--- src/cis_pkg.sv ---
// Purpose: Shared constants and types for the interrupt sequencer.
// Assumes: One core clock at 200 MHz, AXI4-Lite register access.
// Notes:   Offsets are byte addresses, one 32-bit word per register.
package cis_pkg;

	// Core clock
	localparam int CLK_PERIOD_NS = 5;

	// Sequence lengths in core clock cycles
	localparam int RESP_CYCLES       = 4;
	localparam int JMP_CYCLES        = 3;
	localparam int RET_CYCLES        = 4;
	localparam int WAKE_EXTRA_CYCLES = 4;

	// Return address size in bytes on the stack
	localparam logic [15:0] RET_ADDR_BYTES = 16'h0002;

	// Reset values
	localparam logic [15:0] SP_RESET  = 16'h00ff;
	localparam logic        GIE_RESET = 1'b0;
	localparam logic [7:0]  EN_RESET  = 8'h00;

	// Bus address width and register byte offsets
	localparam int          AXI_AW      = 8;
	localparam logic [7:0]  ADDR_CTRL   = 8'h00;
	localparam logic [7:0]  ADDR_ENABLE = 8'h04;
	localparam logic [7:0]  ADDR_FLAGS  = 8'h08;
	localparam logic [7:0]  ADDR_STATUS = 8'h0c;
	localparam logic [7:0]  ADDR_SP     = 8'h10;

	// Field positions
	localparam int CTRL_GIE_BIT    = 0;
	localparam int STAT_BUSY_BIT   = 0;
	localparam int STAT_RET_BIT    = 1;
	localparam int STAT_WAKE_BIT   = 2;
	localparam int STAT_SLEEP_BIT  = 3;
	localparam int STAT_VEC_LSB    = 8;

	// Bus answers
	localparam logic [1:0] RESP_OKAY   = 2'h0;
	localparam logic [1:0] RESP_SLVERR = 2'h2;

	// ALU operations
	localparam logic [1:0] ALU_ADD = 2'h0;
	localparam logic [1:0] ALU_SUB = 2'h1;
	localparam logic [1:0] ALU_AND = 2'h2;
	localparam logic [1:0] ALU_OR  = 2'h3;

	typedef enum logic [2:0] {st_run, st_wake, st_resp, st_jmp, st_ret} cis_state_type;

endpackage

--- src/cis_sequencer.sv ---
// Purpose: Interrupt acceptance and sequencing for an 8-bit core.
// Assumes: Peripherals and core control run on clk; NUM_SRC <= 8.
// Notes:   Vector 0 is reset; source n owns vector n+1.
`timescale 1ns/1ps
module cis_sequencer #(
	parameter int                 NUM_SRC              = 8,
	parameter logic [NUM_SRC-1:0] LEVEL_MASK           = NUM_SRC'(1),
	parameter logic [15:0]        SP_INIT              = cis_pkg::SP_RESET,
	parameter int                 SLEEP_STARTUP_CYCLES = 6
) (
	input  wire logic                      clk,
	input  wire logic                      reset,
	input  wire logic [cis_pkg::AXI_AW-1:0] s_axi_awaddr,
	input  wire logic                      s_axi_awvalid,
	output logic                           s_axi_awready,
	input  wire logic [31:0]               s_axi_wdata,
	input  wire logic [3:0]                s_axi_wstrb,
	input  wire logic                      s_axi_wvalid,
	output logic                           s_axi_wready,
	output logic [1:0]                     s_axi_bresp,
	output logic                           s_axi_bvalid,
	input  wire logic                      s_axi_bready,
	input  wire logic [cis_pkg::AXI_AW-1:0] s_axi_araddr,
	input  wire logic                      s_axi_arvalid,
	output logic                           s_axi_arready,
	output logic [31:0]                    s_axi_rdata,
	output logic [1:0]                     s_axi_rresp,
	output logic                           s_axi_rvalid,
	input  wire logic                      s_axi_rready,
	input  wire logic [NUM_SRC-1:0]        src_event,
	input  wire logic                      instr_done,
	input  wire logic                      enable_instr,
	input  wire logic                      disable_instr,
	input  wire logic                      interrupt_return_instr,
	input  wire logic                      core_sleep,
	input  wire logic [7:0]                alu_a,
	input  wire logic [7:0]                alu_b,
	input  wire logic [1:0]                alu_op,
	output logic [7:0]                     alu_result,
	output logic                           core_hold,
	output logic                           pc_push,
	output logic                           pc_pop,
	output logic                           handler_go,
	output logic [3:0]                     vec_index,
	output logic [15:0]                    stack_ptr,
	output logic                           global_enable,
	output logic                           waking
);
	import cis_pkg::*;

	// Lowest set index wins: the vector table order is the priority order
	function automatic logic [3:0] first_set(input logic [NUM_SRC-1:0] v);
		logic [3:0] idx;
		idx = 4'h0;
		for (int i = NUM_SRC - 1; i >= 0; i--) begin
			if (v[i]) begin
				idx = 4'(i);
			end
		end
		return idx;
	endfunction

	// Byte lane merge for partial writes
	function automatic logic [15:0] lane_merge(input logic [15:0] old, input logic [15:0] nw,
		input logic [1:0] strb);
		lane_merge = {strb[1] ? nw[15:8] : old[15:8], strb[0] ? nw[7:0] : old[7:0]};
	endfunction

	cis_state_type      state_r, state_nxt;
	logic [15:0]        cnt_r, cnt_nxt;
	logic [NUM_SRC-1:0] flag_r, flag_nxt;
	logic [NUM_SRC-1:0] en_r, en_nxt;
	logic               gie_r, gie_nxt;
	logic [15:0]        sp_r, sp_nxt;
	logic [3:0]         vec_r, vec_nxt;

	// Bus slave state
	logic               aw_full_r, w_full_r;
	logic [AXI_AW-1:0]  aw_addr_r;
	logic [31:0]        w_data_r;
	logic [3:0]         w_strb_r;
	logic               aw_rdy_r, w_rdy_r, bvalid_r, ar_rdy_r, rvalid_r;
	logic [1:0]         bresp_r, rresp_r;
	logic [31:0]        rdata_r;
	logic [7:0]         alu_r;
	logic               hold_r, push_r, pop_r, go_r, wake_r;

	// Write channel decode
	wire aw_fire     = s_axi_awvalid & aw_rdy_r;
	wire w_fire      = s_axi_wvalid & w_rdy_r;
	wire do_write    = aw_full_r & w_full_r & ~bvalid_r;
	wire aw_full_nxt = do_write ? 1'b0 : (aw_full_r | aw_fire);
	wire w_full_nxt  = do_write ? 1'b0 : (w_full_r | w_fire);
	wire wr_ctrl     = do_write & (aw_addr_r == ADDR_CTRL) & w_strb_r[0];
	wire wr_en       = do_write & (aw_addr_r == ADDR_ENABLE) & w_strb_r[0];
	wire wr_flags    = do_write & (aw_addr_r == ADDR_FLAGS) & w_strb_r[0];
	wire wr_sp       = do_write & (aw_addr_r == ADDR_SP);
	wire wr_mapped   = (aw_addr_r == ADDR_CTRL) | (aw_addr_r == ADDR_ENABLE) |
		(aw_addr_r == ADDR_FLAGS) | (aw_addr_r == ADDR_STATUS) | (aw_addr_r == ADDR_SP);
	wire [NUM_SRC-1:0] w1c_mask = wr_flags ? w_data_r[NUM_SRC-1:0] : '0;

	// Request evaluation
	// latched flag requests and live level requests
	wire [NUM_SRC-1:0] pend = (flag_r & ~LEVEL_MASK) | (src_event & LEVEL_MASK);
	wire [NUM_SRC-1:0] req  = pend & en_r;
	wire               any_req = |req;
	wire [3:0]         sel  = first_set(req);
	wire               cnt_zero = (cnt_r == 16'h0000);

	wire take = instr_done & gie_r & ~disable_instr & ~enable_instr & any_req & ~core_sleep;
	wire wake_req = core_sleep & gie_r & ~disable_instr & any_req;
	wire wake_take = (state_r == st_wake) & cnt_zero & gie_r & any_req;
	wire accept = ((state_r == st_run) & ~interrupt_return_instr & take) | wake_take;
	wire ret_end = (state_r == st_ret) & cnt_zero;
	wire jmp_end = (state_r == st_jmp) & cnt_zero;

	wire [NUM_SRC-1:0] hw_clr = accept ? (NUM_SRC'(1) << sel) & ~LEVEL_MASK : '0;

	// Flag update
	// set even when disabled
	// flags wait for enable
	// Set wins over both clears so a coincident event is kept
	assign flag_nxt = ((flag_r & ~w1c_mask & ~hw_clr) | src_event) & ~LEVEL_MASK;

	assign en_nxt = wr_en ? w_data_r[NUM_SRC-1:0] : en_r;

	// Global enable update; accept and disable coincide only at wake entry, both clear it
	always_comb begin
		gie_nxt = gie_r;
		if (accept) begin
			gie_nxt = 1'b0;
		end else if (disable_instr) begin
			gie_nxt = 1'b0;
		end else if (ret_end | enable_instr) begin
			gie_nxt = 1'b1;
		end else if (wr_ctrl) begin
			gie_nxt = w_data_r[CTRL_GIE_BIT];
		end
	end

	// Stack pointer: software may move it only while no sequence runs
	always_comb begin
		sp_nxt = sp_r;
		if (accept) begin
			sp_nxt = sp_r - RET_ADDR_BYTES;
		end else if (ret_end) begin
			sp_nxt = sp_r + RET_ADDR_BYTES;
		end else if (wr_sp & (state_r == st_run)) begin
			sp_nxt = lane_merge(sp_r, w_data_r[15:0], w_strb_r[1:0]);
		end
	end

	assign vec_nxt = accept ? 4'(sel + 4'h1) : vec_r;

	// Sequencer; the status word is left alone here
	// no status save
	always_comb begin
		state_nxt = state_r;
		cnt_nxt   = cnt_zero ? cnt_r : 16'(cnt_r - 16'h0001);
		unique case (state_r)
			st_run: begin
				if (interrupt_return_instr) begin
					state_nxt = st_ret;
					cnt_nxt   = 16'(RET_CYCLES - 1);
				end else if (take) begin
					state_nxt = st_resp;
					cnt_nxt   = 16'(RESP_CYCLES - 1);
				end else if (wake_req) begin
					state_nxt = st_wake;
					cnt_nxt   = 16'(SLEEP_STARTUP_CYCLES + WAKE_EXTRA_CYCLES - 1);
				end
			end
			st_wake: begin
				if (cnt_zero) begin
					state_nxt = wake_take ? st_resp : st_run;
					cnt_nxt   = 16'(RESP_CYCLES - 1);
				end
			end
			st_resp: begin
				if (cnt_zero) begin
					state_nxt = st_jmp;
					cnt_nxt   = 16'(JMP_CYCLES - 1);
				end
			end
			st_jmp: begin
				if (cnt_zero) begin
					state_nxt = st_run;
				end
			end
			st_ret: begin
				// back to run, next boundary is after one instruction
				if (cnt_zero) begin
					state_nxt = st_run;
				end
			end
		endcase
	end

	wire [7:0] alu_val = (alu_op == ALU_ADD) ? 8'(alu_a + alu_b) :
		(alu_op == ALU_SUB) ? 8'(alu_a - alu_b) :
		(alu_op == ALU_AND) ? (alu_a & alu_b) : (alu_a | alu_b);

	// Read decode
	wire [31:0] stat_word = 32'({vec_r, 4'h0, core_sleep, state_r == st_wake,
		state_r == st_ret, state_r != st_run});
	wire ar_fire = s_axi_arvalid & ar_rdy_r;
	wire rd_map  = (s_axi_araddr == ADDR_CTRL) | (s_axi_araddr == ADDR_ENABLE) |
		(s_axi_araddr == ADDR_FLAGS) | (s_axi_araddr == ADDR_STATUS) | (s_axi_araddr == ADDR_SP);
	wire [31:0] rd_val = (s_axi_araddr == ADDR_CTRL)   ? 32'(gie_r) :
		(s_axi_araddr == ADDR_ENABLE) ? 32'(en_r) :
		(s_axi_araddr == ADDR_FLAGS)  ? 32'(pend) :
		(s_axi_araddr == ADDR_STATUS) ? stat_word :
		(s_axi_araddr == ADDR_SP)     ? 32'(sp_r) : 32'h0000_0000;

	always_ff @(posedge clk or posedge reset) begin
		if (reset) begin
			state_r <= st_run;
			cnt_r   <= 16'h0000;
			flag_r  <= '0;
			en_r    <= NUM_SRC'(EN_RESET);
			gie_r   <= GIE_RESET;
			sp_r    <= SP_INIT;
			vec_r   <= 4'h0;
		end else begin
			state_r <= state_nxt;
			cnt_r   <= cnt_nxt;
			flag_r  <= flag_nxt;
			en_r    <= en_nxt;
			gie_r   <= gie_nxt;
			sp_r    <= sp_nxt;
			vec_r   <= vec_nxt;
		end
	end

	// Core-facing strobes, all registered
	always_ff @(posedge clk or posedge reset) begin
		if (reset) begin
			hold_r <= 1'b0;
			push_r <= 1'b0;
			pop_r  <= 1'b0;
			go_r   <= 1'b0;
			wake_r <= 1'b0;
			alu_r  <= 8'h00;
		end else begin
			hold_r <= (state_nxt != st_run);
			push_r <= accept;
			pop_r  <= ret_end;
			go_r   <= jmp_end;
			wake_r <= (state_nxt == st_wake);
			alu_r  <= alu_val;
		end
	end

	// Write address and data taken in either order
	always_ff @(posedge clk or posedge reset) begin
		if (reset) begin
			aw_full_r <= 1'b0;
			w_full_r  <= 1'b0;
			aw_rdy_r  <= 1'b1;
			w_rdy_r   <= 1'b1;
			aw_addr_r <= '0;
			w_data_r  <= 32'h0000_0000;
			w_strb_r  <= 4'h0;
		end else begin
			aw_full_r <= aw_full_nxt;
			w_full_r  <= w_full_nxt;
			aw_rdy_r  <= ~aw_full_nxt;
			w_rdy_r   <= ~w_full_nxt;
			if (aw_fire) begin
				aw_addr_r <= s_axi_awaddr;
			end
			if (w_fire) begin
				w_data_r <= s_axi_wdata;
				w_strb_r <= s_axi_wstrb;
			end
		end
	end

	// Write response holds until taken; unmapped answers SLVERR
	always_ff @(posedge clk or posedge reset) begin
		if (reset) begin
			bvalid_r <= 1'b0;
			bresp_r  <= RESP_OKAY;
		end else if (do_write) begin
			bvalid_r <= 1'b1;
			bresp_r  <= wr_mapped ? RESP_OKAY : RESP_SLVERR;
		end else if (s_axi_bready) begin
			bvalid_r <= 1'b0;
		end
	end

	// Read: one outstanding, address refused while data waits
	always_ff @(posedge clk or posedge reset) begin
		if (reset) begin
			ar_rdy_r <= 1'b1;
			rvalid_r <= 1'b0;
			rdata_r  <= 32'h0000_0000;
			rresp_r  <= RESP_OKAY;
		end else if (ar_fire) begin
			ar_rdy_r <= 1'b0;
			rvalid_r <= 1'b1;
			rdata_r  <= rd_val;
			rresp_r  <= rd_map ? RESP_OKAY : RESP_SLVERR;
		end else if (rvalid_r & s_axi_rready) begin
			ar_rdy_r <= 1'b1;
			rvalid_r <= 1'b0;
		end
	end

	// Output wiring
	assign s_axi_awready = aw_rdy_r;
	assign s_axi_wready  = w_rdy_r;
	assign s_axi_bvalid  = bvalid_r;
	assign s_axi_bresp   = bresp_r;
	assign s_axi_arready = ar_rdy_r;
	assign s_axi_rvalid  = rvalid_r;
	assign s_axi_rdata   = rdata_r;
	assign s_axi_rresp   = rresp_r;
	assign alu_result    = alu_r;
	assign core_hold     = hold_r;
	assign pc_push       = push_r;
	assign pc_pop        = pop_r;
	assign handler_go    = go_r;
	assign vec_index     = vec_r;
	assign stack_ptr     = sp_r;
	assign global_enable = gie_r;
	assign waking        = wake_r;

endmodule // cis_sequencer

--- config.mk ---
export PLATFORM = sky130hd
export DESIGN_NAME = cis_sequencer
export DESIGN_NICKNAME = d
export VERILOG_FILES = /design/src/cis_pkg.sv /design/src/cis_sequencer.sv
export SDC_FILE = /design/constraint.sdc
export NUM_CORES = 1
export LEC_CHECK = 0
export BUFFER_PORTS_ARGS = -buffer_cell sky130_fd_sc_hd__clkbuf_2
export CAP_MARGIN = 20
export CELL_PAD_IN_SITES_DETAIL_PLACEMENT = 0
export CELL_PAD_IN_SITES_GLOBAL_PLACEMENT = 2
export CORE_MARGIN = 8
export CORE_UTILIZATION = 36
export CTS_CLUSTER_SIZE = 10
export DETAILED_ROUTE_END_ITERATION = 16
export PLACE_DENSITY_LB_ADDON = 0.1
export SLEW_MARGIN = 20
export SYNTH_ARGS = -nofsm -noshare
export SYNTH_HDL_FRONTEND = slang
export SYNTH_SLANG_ARGS = --single-unit
export TNS_END_PERCENT = 100
--- constraint.sdc ---
create_clock -name clk -period 7.9 [get_ports clk]
set_input_delay 0.79 -clock clk [delete_from_list [all_inputs] [get_ports clk]]
set_output_delay 0.79 -clock clk [all_outputs]
set_load 0.005 [all_outputs]
==> Implementation_results.wiki <==
{| class="wikitable"
! Metric !! Value
|-
| Total routing usage reported by global routing || 0.1711
|-
| Post-synth top area cell || sky130_fd_sc_hd__dfrtp_1
|-
| Setup crit start kind || flip-flop
|-
| Vertical die dimension || 158.5 µm
|-
| Post-Syn Instances || 777
|-
| Cts-stage hold buffer count || 0
|-
| Post-CTS Repair Setup Buffers || 0
|-
| Most used standard cells in the synthesized netlist || sky130_fd_sc_hd__dfrtp_1, sky130_fd_sc_hd__nand2_1, sky130_fd_sc_hd__nor2_1, sky130_fd_sc_hd__o21ai_0, sky130_fd_sc_hd__inv_1
|-
| Most common cell in the netlist || sky130_fd_sc_hd__dfrtp_1
|-
| PwrDens || 246.1 nW/µm²
|-
| Max-slew violation count || 0
|-
| Chip width || 158.5 µm
|-
| Number of global-route vias before repair || 6286
|-
| Worst hold margin || 418.2 ps
|-
| Max-cap violation count || 0
|-
| Worst Setup Slack post-DPL || 4576 ps
|-
| Number of setup violations in the final report || 0
|-
| Number of enable flip-flop cells after synthesis || 0
|-
| Worst-case vdd ir drop || 0.0001230 V
|-
| First-pass GRT wire length || 33330 µm
|-
| Maximum count of clock buffers along a single path || 2
|-
| Netlist area before placement || 7307 µm²
|-
| Fmax || 0.3061 GHz
|-
| CTS Buf Count || 17
|-
| DRC violations left || 0
|-
| Number of I/O port buffers || 128
|-
| Slew margin rel. || 0.3620
|-
| Final TNS setup || 0 ps
|-
| Synth-to-Final Area Change || 19.83%
|-
| Final Hold Violating Endpoints || 0
|-
| Share of the clock period used by the worst path after layout || 0.4135
|-
| Static leakage || 0.003919 µW
|-
| Number of DRC markers in iteration 0 || 260
|-
| Top flip-flop cell by instance count after synthesis || sky130_fd_sc_hd__dfrtp_1
|-
| Required arrival time at the worst endpoint || 8240 ps
|-
| RSZ-0062 raised after global routing || no
|-
| Per-instance average area after synthesis || 9.404 µm²
|-
| Clock tree from TritonCTS || yes
|-
| Synth unique cells || 78
|-
| Gates resized, CTS repair || 0
|-
| Fraction of synthesized cell area taken by the top area cell type || 0.3699
|-
| Minimum setup slack in the final design || 4633 ps
|-
| Run status || completed
|-
| Share of layout cells above drive strength 1 || 0.2605
|-
| Warnings from Yosys || 0
|-
| H-tree Lvls || 4
|-
| Root cell of the clock tree || sky130_fd_sc_hd__clkbuf_16
|-
| Std cell rows || 52
|-
| Die area || 25110 µm²
|-
| CP Capture Type || flip-flop
|-
| Routability congestion estimate || 0.8406
|-
| Count of boundary I/O pins || 165
|-
| Pin slew with the least headroom to its limit || 954.7 ps
|-
| Total clock sinks || 119
|-
| Proportion of synthesized chip area in sequential cells || 0.4094
|-
| Most area-consuming cells after synthesis || sky130_fd_sc_hd__dfrtp_1, sky130_fd_sc_hd__mux2_2, sky130_fd_sc_hd__ha_1
|-
| Vias after detailed routing || 6121
|-
| Via-to-Cell Ratio || 5.201
|-
| WS Path Type || flip-flop to flip-flop
|-
| Final period demand of the worst path || 3267 ps
|-
| Register clock-pin slew on the reported worst setup and hold paths || 50 ps
|-
| Antenna violations before repair || 1
|-
| Critical Path Fanout Max || 17
|-
| Final layout net count || 1020
|-
| Estimated wirelength of the detail-placed design || 15960 µm
|-
| Std-Cell Core Area || 20100 µm²
|-
| Worst clock skew || 9.376 ps
|-
| Count of nets left with antenna violations after detail routing || 0
|-
| Arrival time at the worst endpoint || 3600 ps
|-
| Path class of the lowest-slack min-delay path || primary input to async pin
|-
| Average wire per cell in the routed design || 17.81 µm
|-
| Total iterations of the first detailed-routing run || 4
|-
| Post-synthesis async set-or-reset flop share || 1.000
|-
| Residual overflow from global routing || 0
|-
| Clock latency reported for the late side of the worst-skew pair || 410 ps
|-
| Pin count of the biggest net entering global routing || 46
|-
| Starting utilization of the core area || 0.3635
|-
| Final Routed Wirelength || 20960 µm
|-
| Seq cells post-synth || 119
|}
==> layout make-up <==
class	instances	area, µm²
fillers	1981	11350
repair buffers	134	693.2
diodes	1	2.502
multi-input cells	576	3906
flip-flops and latches	119	2992
inverters	45	176.4
clock inverters	9	170.2
clock buffers	23	478.0
well taps	270	337.8
==> power breakdown <==
part | internal [µW] | switching (µW) | total, µW
Clock | 583 | 270 | 853
Sequential | 743 | 124 | 867
Combinational | 213 | 222 | 435
Total | 1540 | 617 | 2160
==> metrics by stage <==
stage               cell area (µm²)  cells  total power [µW]  utilization
floorplan                      7371    794              1162            -
global placement               8090   1143              1297       0.4024
detailed placement             8090   1143              1313       0.4024
CTS                            8738   1175              2187       0.4347
global route                   8753   1176              2285       0.4354
finish                         8756   1177              2155       0.4355
==> cells in the final DEF (no fill, tap or decap), types with 11 or more instances in the layout <==
cell,Yosys,final
sky130_fd_sc_hd__clkbuf_2,1,128
sky130_fd_sc_hd__dfrtp_1,108,108
sky130_fd_sc_hd__nand2_1,84,84
sky130_fd_sc_hd__nor2_1,61,61
sky130_fd_sc_hd__o21ai_0,45,45
sky130_fd_sc_hd__inv_1,42,41
sky130_fd_sc_hd__mux2_2,40,40
sky130_fd_sc_hd__a21oi_1,35,35
sky130_fd_sc_hd__ha_1,35,35
sky130_fd_sc_hd__nor3_1,24,24
sky130_fd_sc_hd__nand3_1,23,23
sky130_fd_sc_hd__conb_1,1,18
sky130_fd_sc_hd__clkbuf_16,0,17
sky130_fd_sc_hd__xnor2_1,13,13
sky130_fd_sc_hd__a22oi_1,12,12
sky130_fd_sc_hd__dfstp_2,11,11
==> critical path, stage by stage, from the launching register on <==
cell	delay, ps
sky130_fd_sc_hd__dfrtp_1	580
sky130_fd_sc_hd__nor2_1	240
sky130_fd_sc_hd__and2_1	260
sky130_fd_sc_hd__nand3_1	450
sky130_fd_sc_hd__clkinv_1	720
sky130_fd_sc_hd__nor2_4	450
sky130_fd_sc_hd__nand2_1	180
sky130_fd_sc_hd__mux2_2	310
==> flip-flops by register name, indices dropped and copies added, names as in the netlist, 2 cells and up <==
| signal | cells |
|---|---|
| cnt_r | 16 |
| s_axi_rdata | 16 |
| stack_ptr | 16 |
| w_data_r | 16 |
| alu_result | 8 |
| aw_addr_r | 8 |
| en_r | 8 |
| flag_r | 7 |
| vec_index | 4 |
| state_r | 3 |
| w_strb_r | 2 |
==> routing by layer <==
metal / vias up / wire length [µm] / GRT usage / part of all wire
met5: - / 11 / 0 / 0.00052
met4: 2 / 342 / 0.05972 / 0.016
met3: 25 / 1306 / 0.04913 / 0.062
met2: 180 / 9906 / 0.2809 / 0.47
met1: 2929 / 9394 / 0.2111 / 0.45
li1: 2985 / - / - / -
==> logic make-up (layout without fill, tap and decap cells) <==
family / after synthesis / count (layout) / share of synthesized area
buffers and inverters: 99 / 211 / 0.06473
AOI/OAI and AO/OA: 174 / 174 / 0.1632
adders and majority gates: 37 / 37 / 0.06541
and+or+nand+nor: 277 / 277 / 0.1962
DFF: 119 / 119 / 0.4094
xor gates and xnor gates: 23 / 23 / 0.02757
muxes: 47 / 47 / 0.07295
other: 1 / 19 / 0.0005132
==> path summary, 6_finish.rpt <==
kind	depth (start not counted)	end	from	slack, ps
max in group asynchronous	3	w_data_r[7]$_DFFE_PP0P_	reset	6510
hold / removal	2	w_data_r[2]$_DFFE_PP0P_	reset	420
setup reg to reg	7	stack_ptr[0]$_DFFE_PP1P_	state_r[0]$_DFF_PP0_	4630
hold reg to reg	1	s_axi_rdata[0]$_DFFE_PP0P_	s_axi_rdata[0]$_DFFE_PP0P_	470
setup / recovery	7	stack_ptr[0]$_DFFE_PP1P_	state_r[0]$_DFF_PP0_	4630
min in group clk	1	s_axi_rdata[0]$_DFFE_PP0P_	s_axi_rdata[0]$_DFFE_PP0P_	470
No activity file was read; power rests on OpenSTA's default activity.
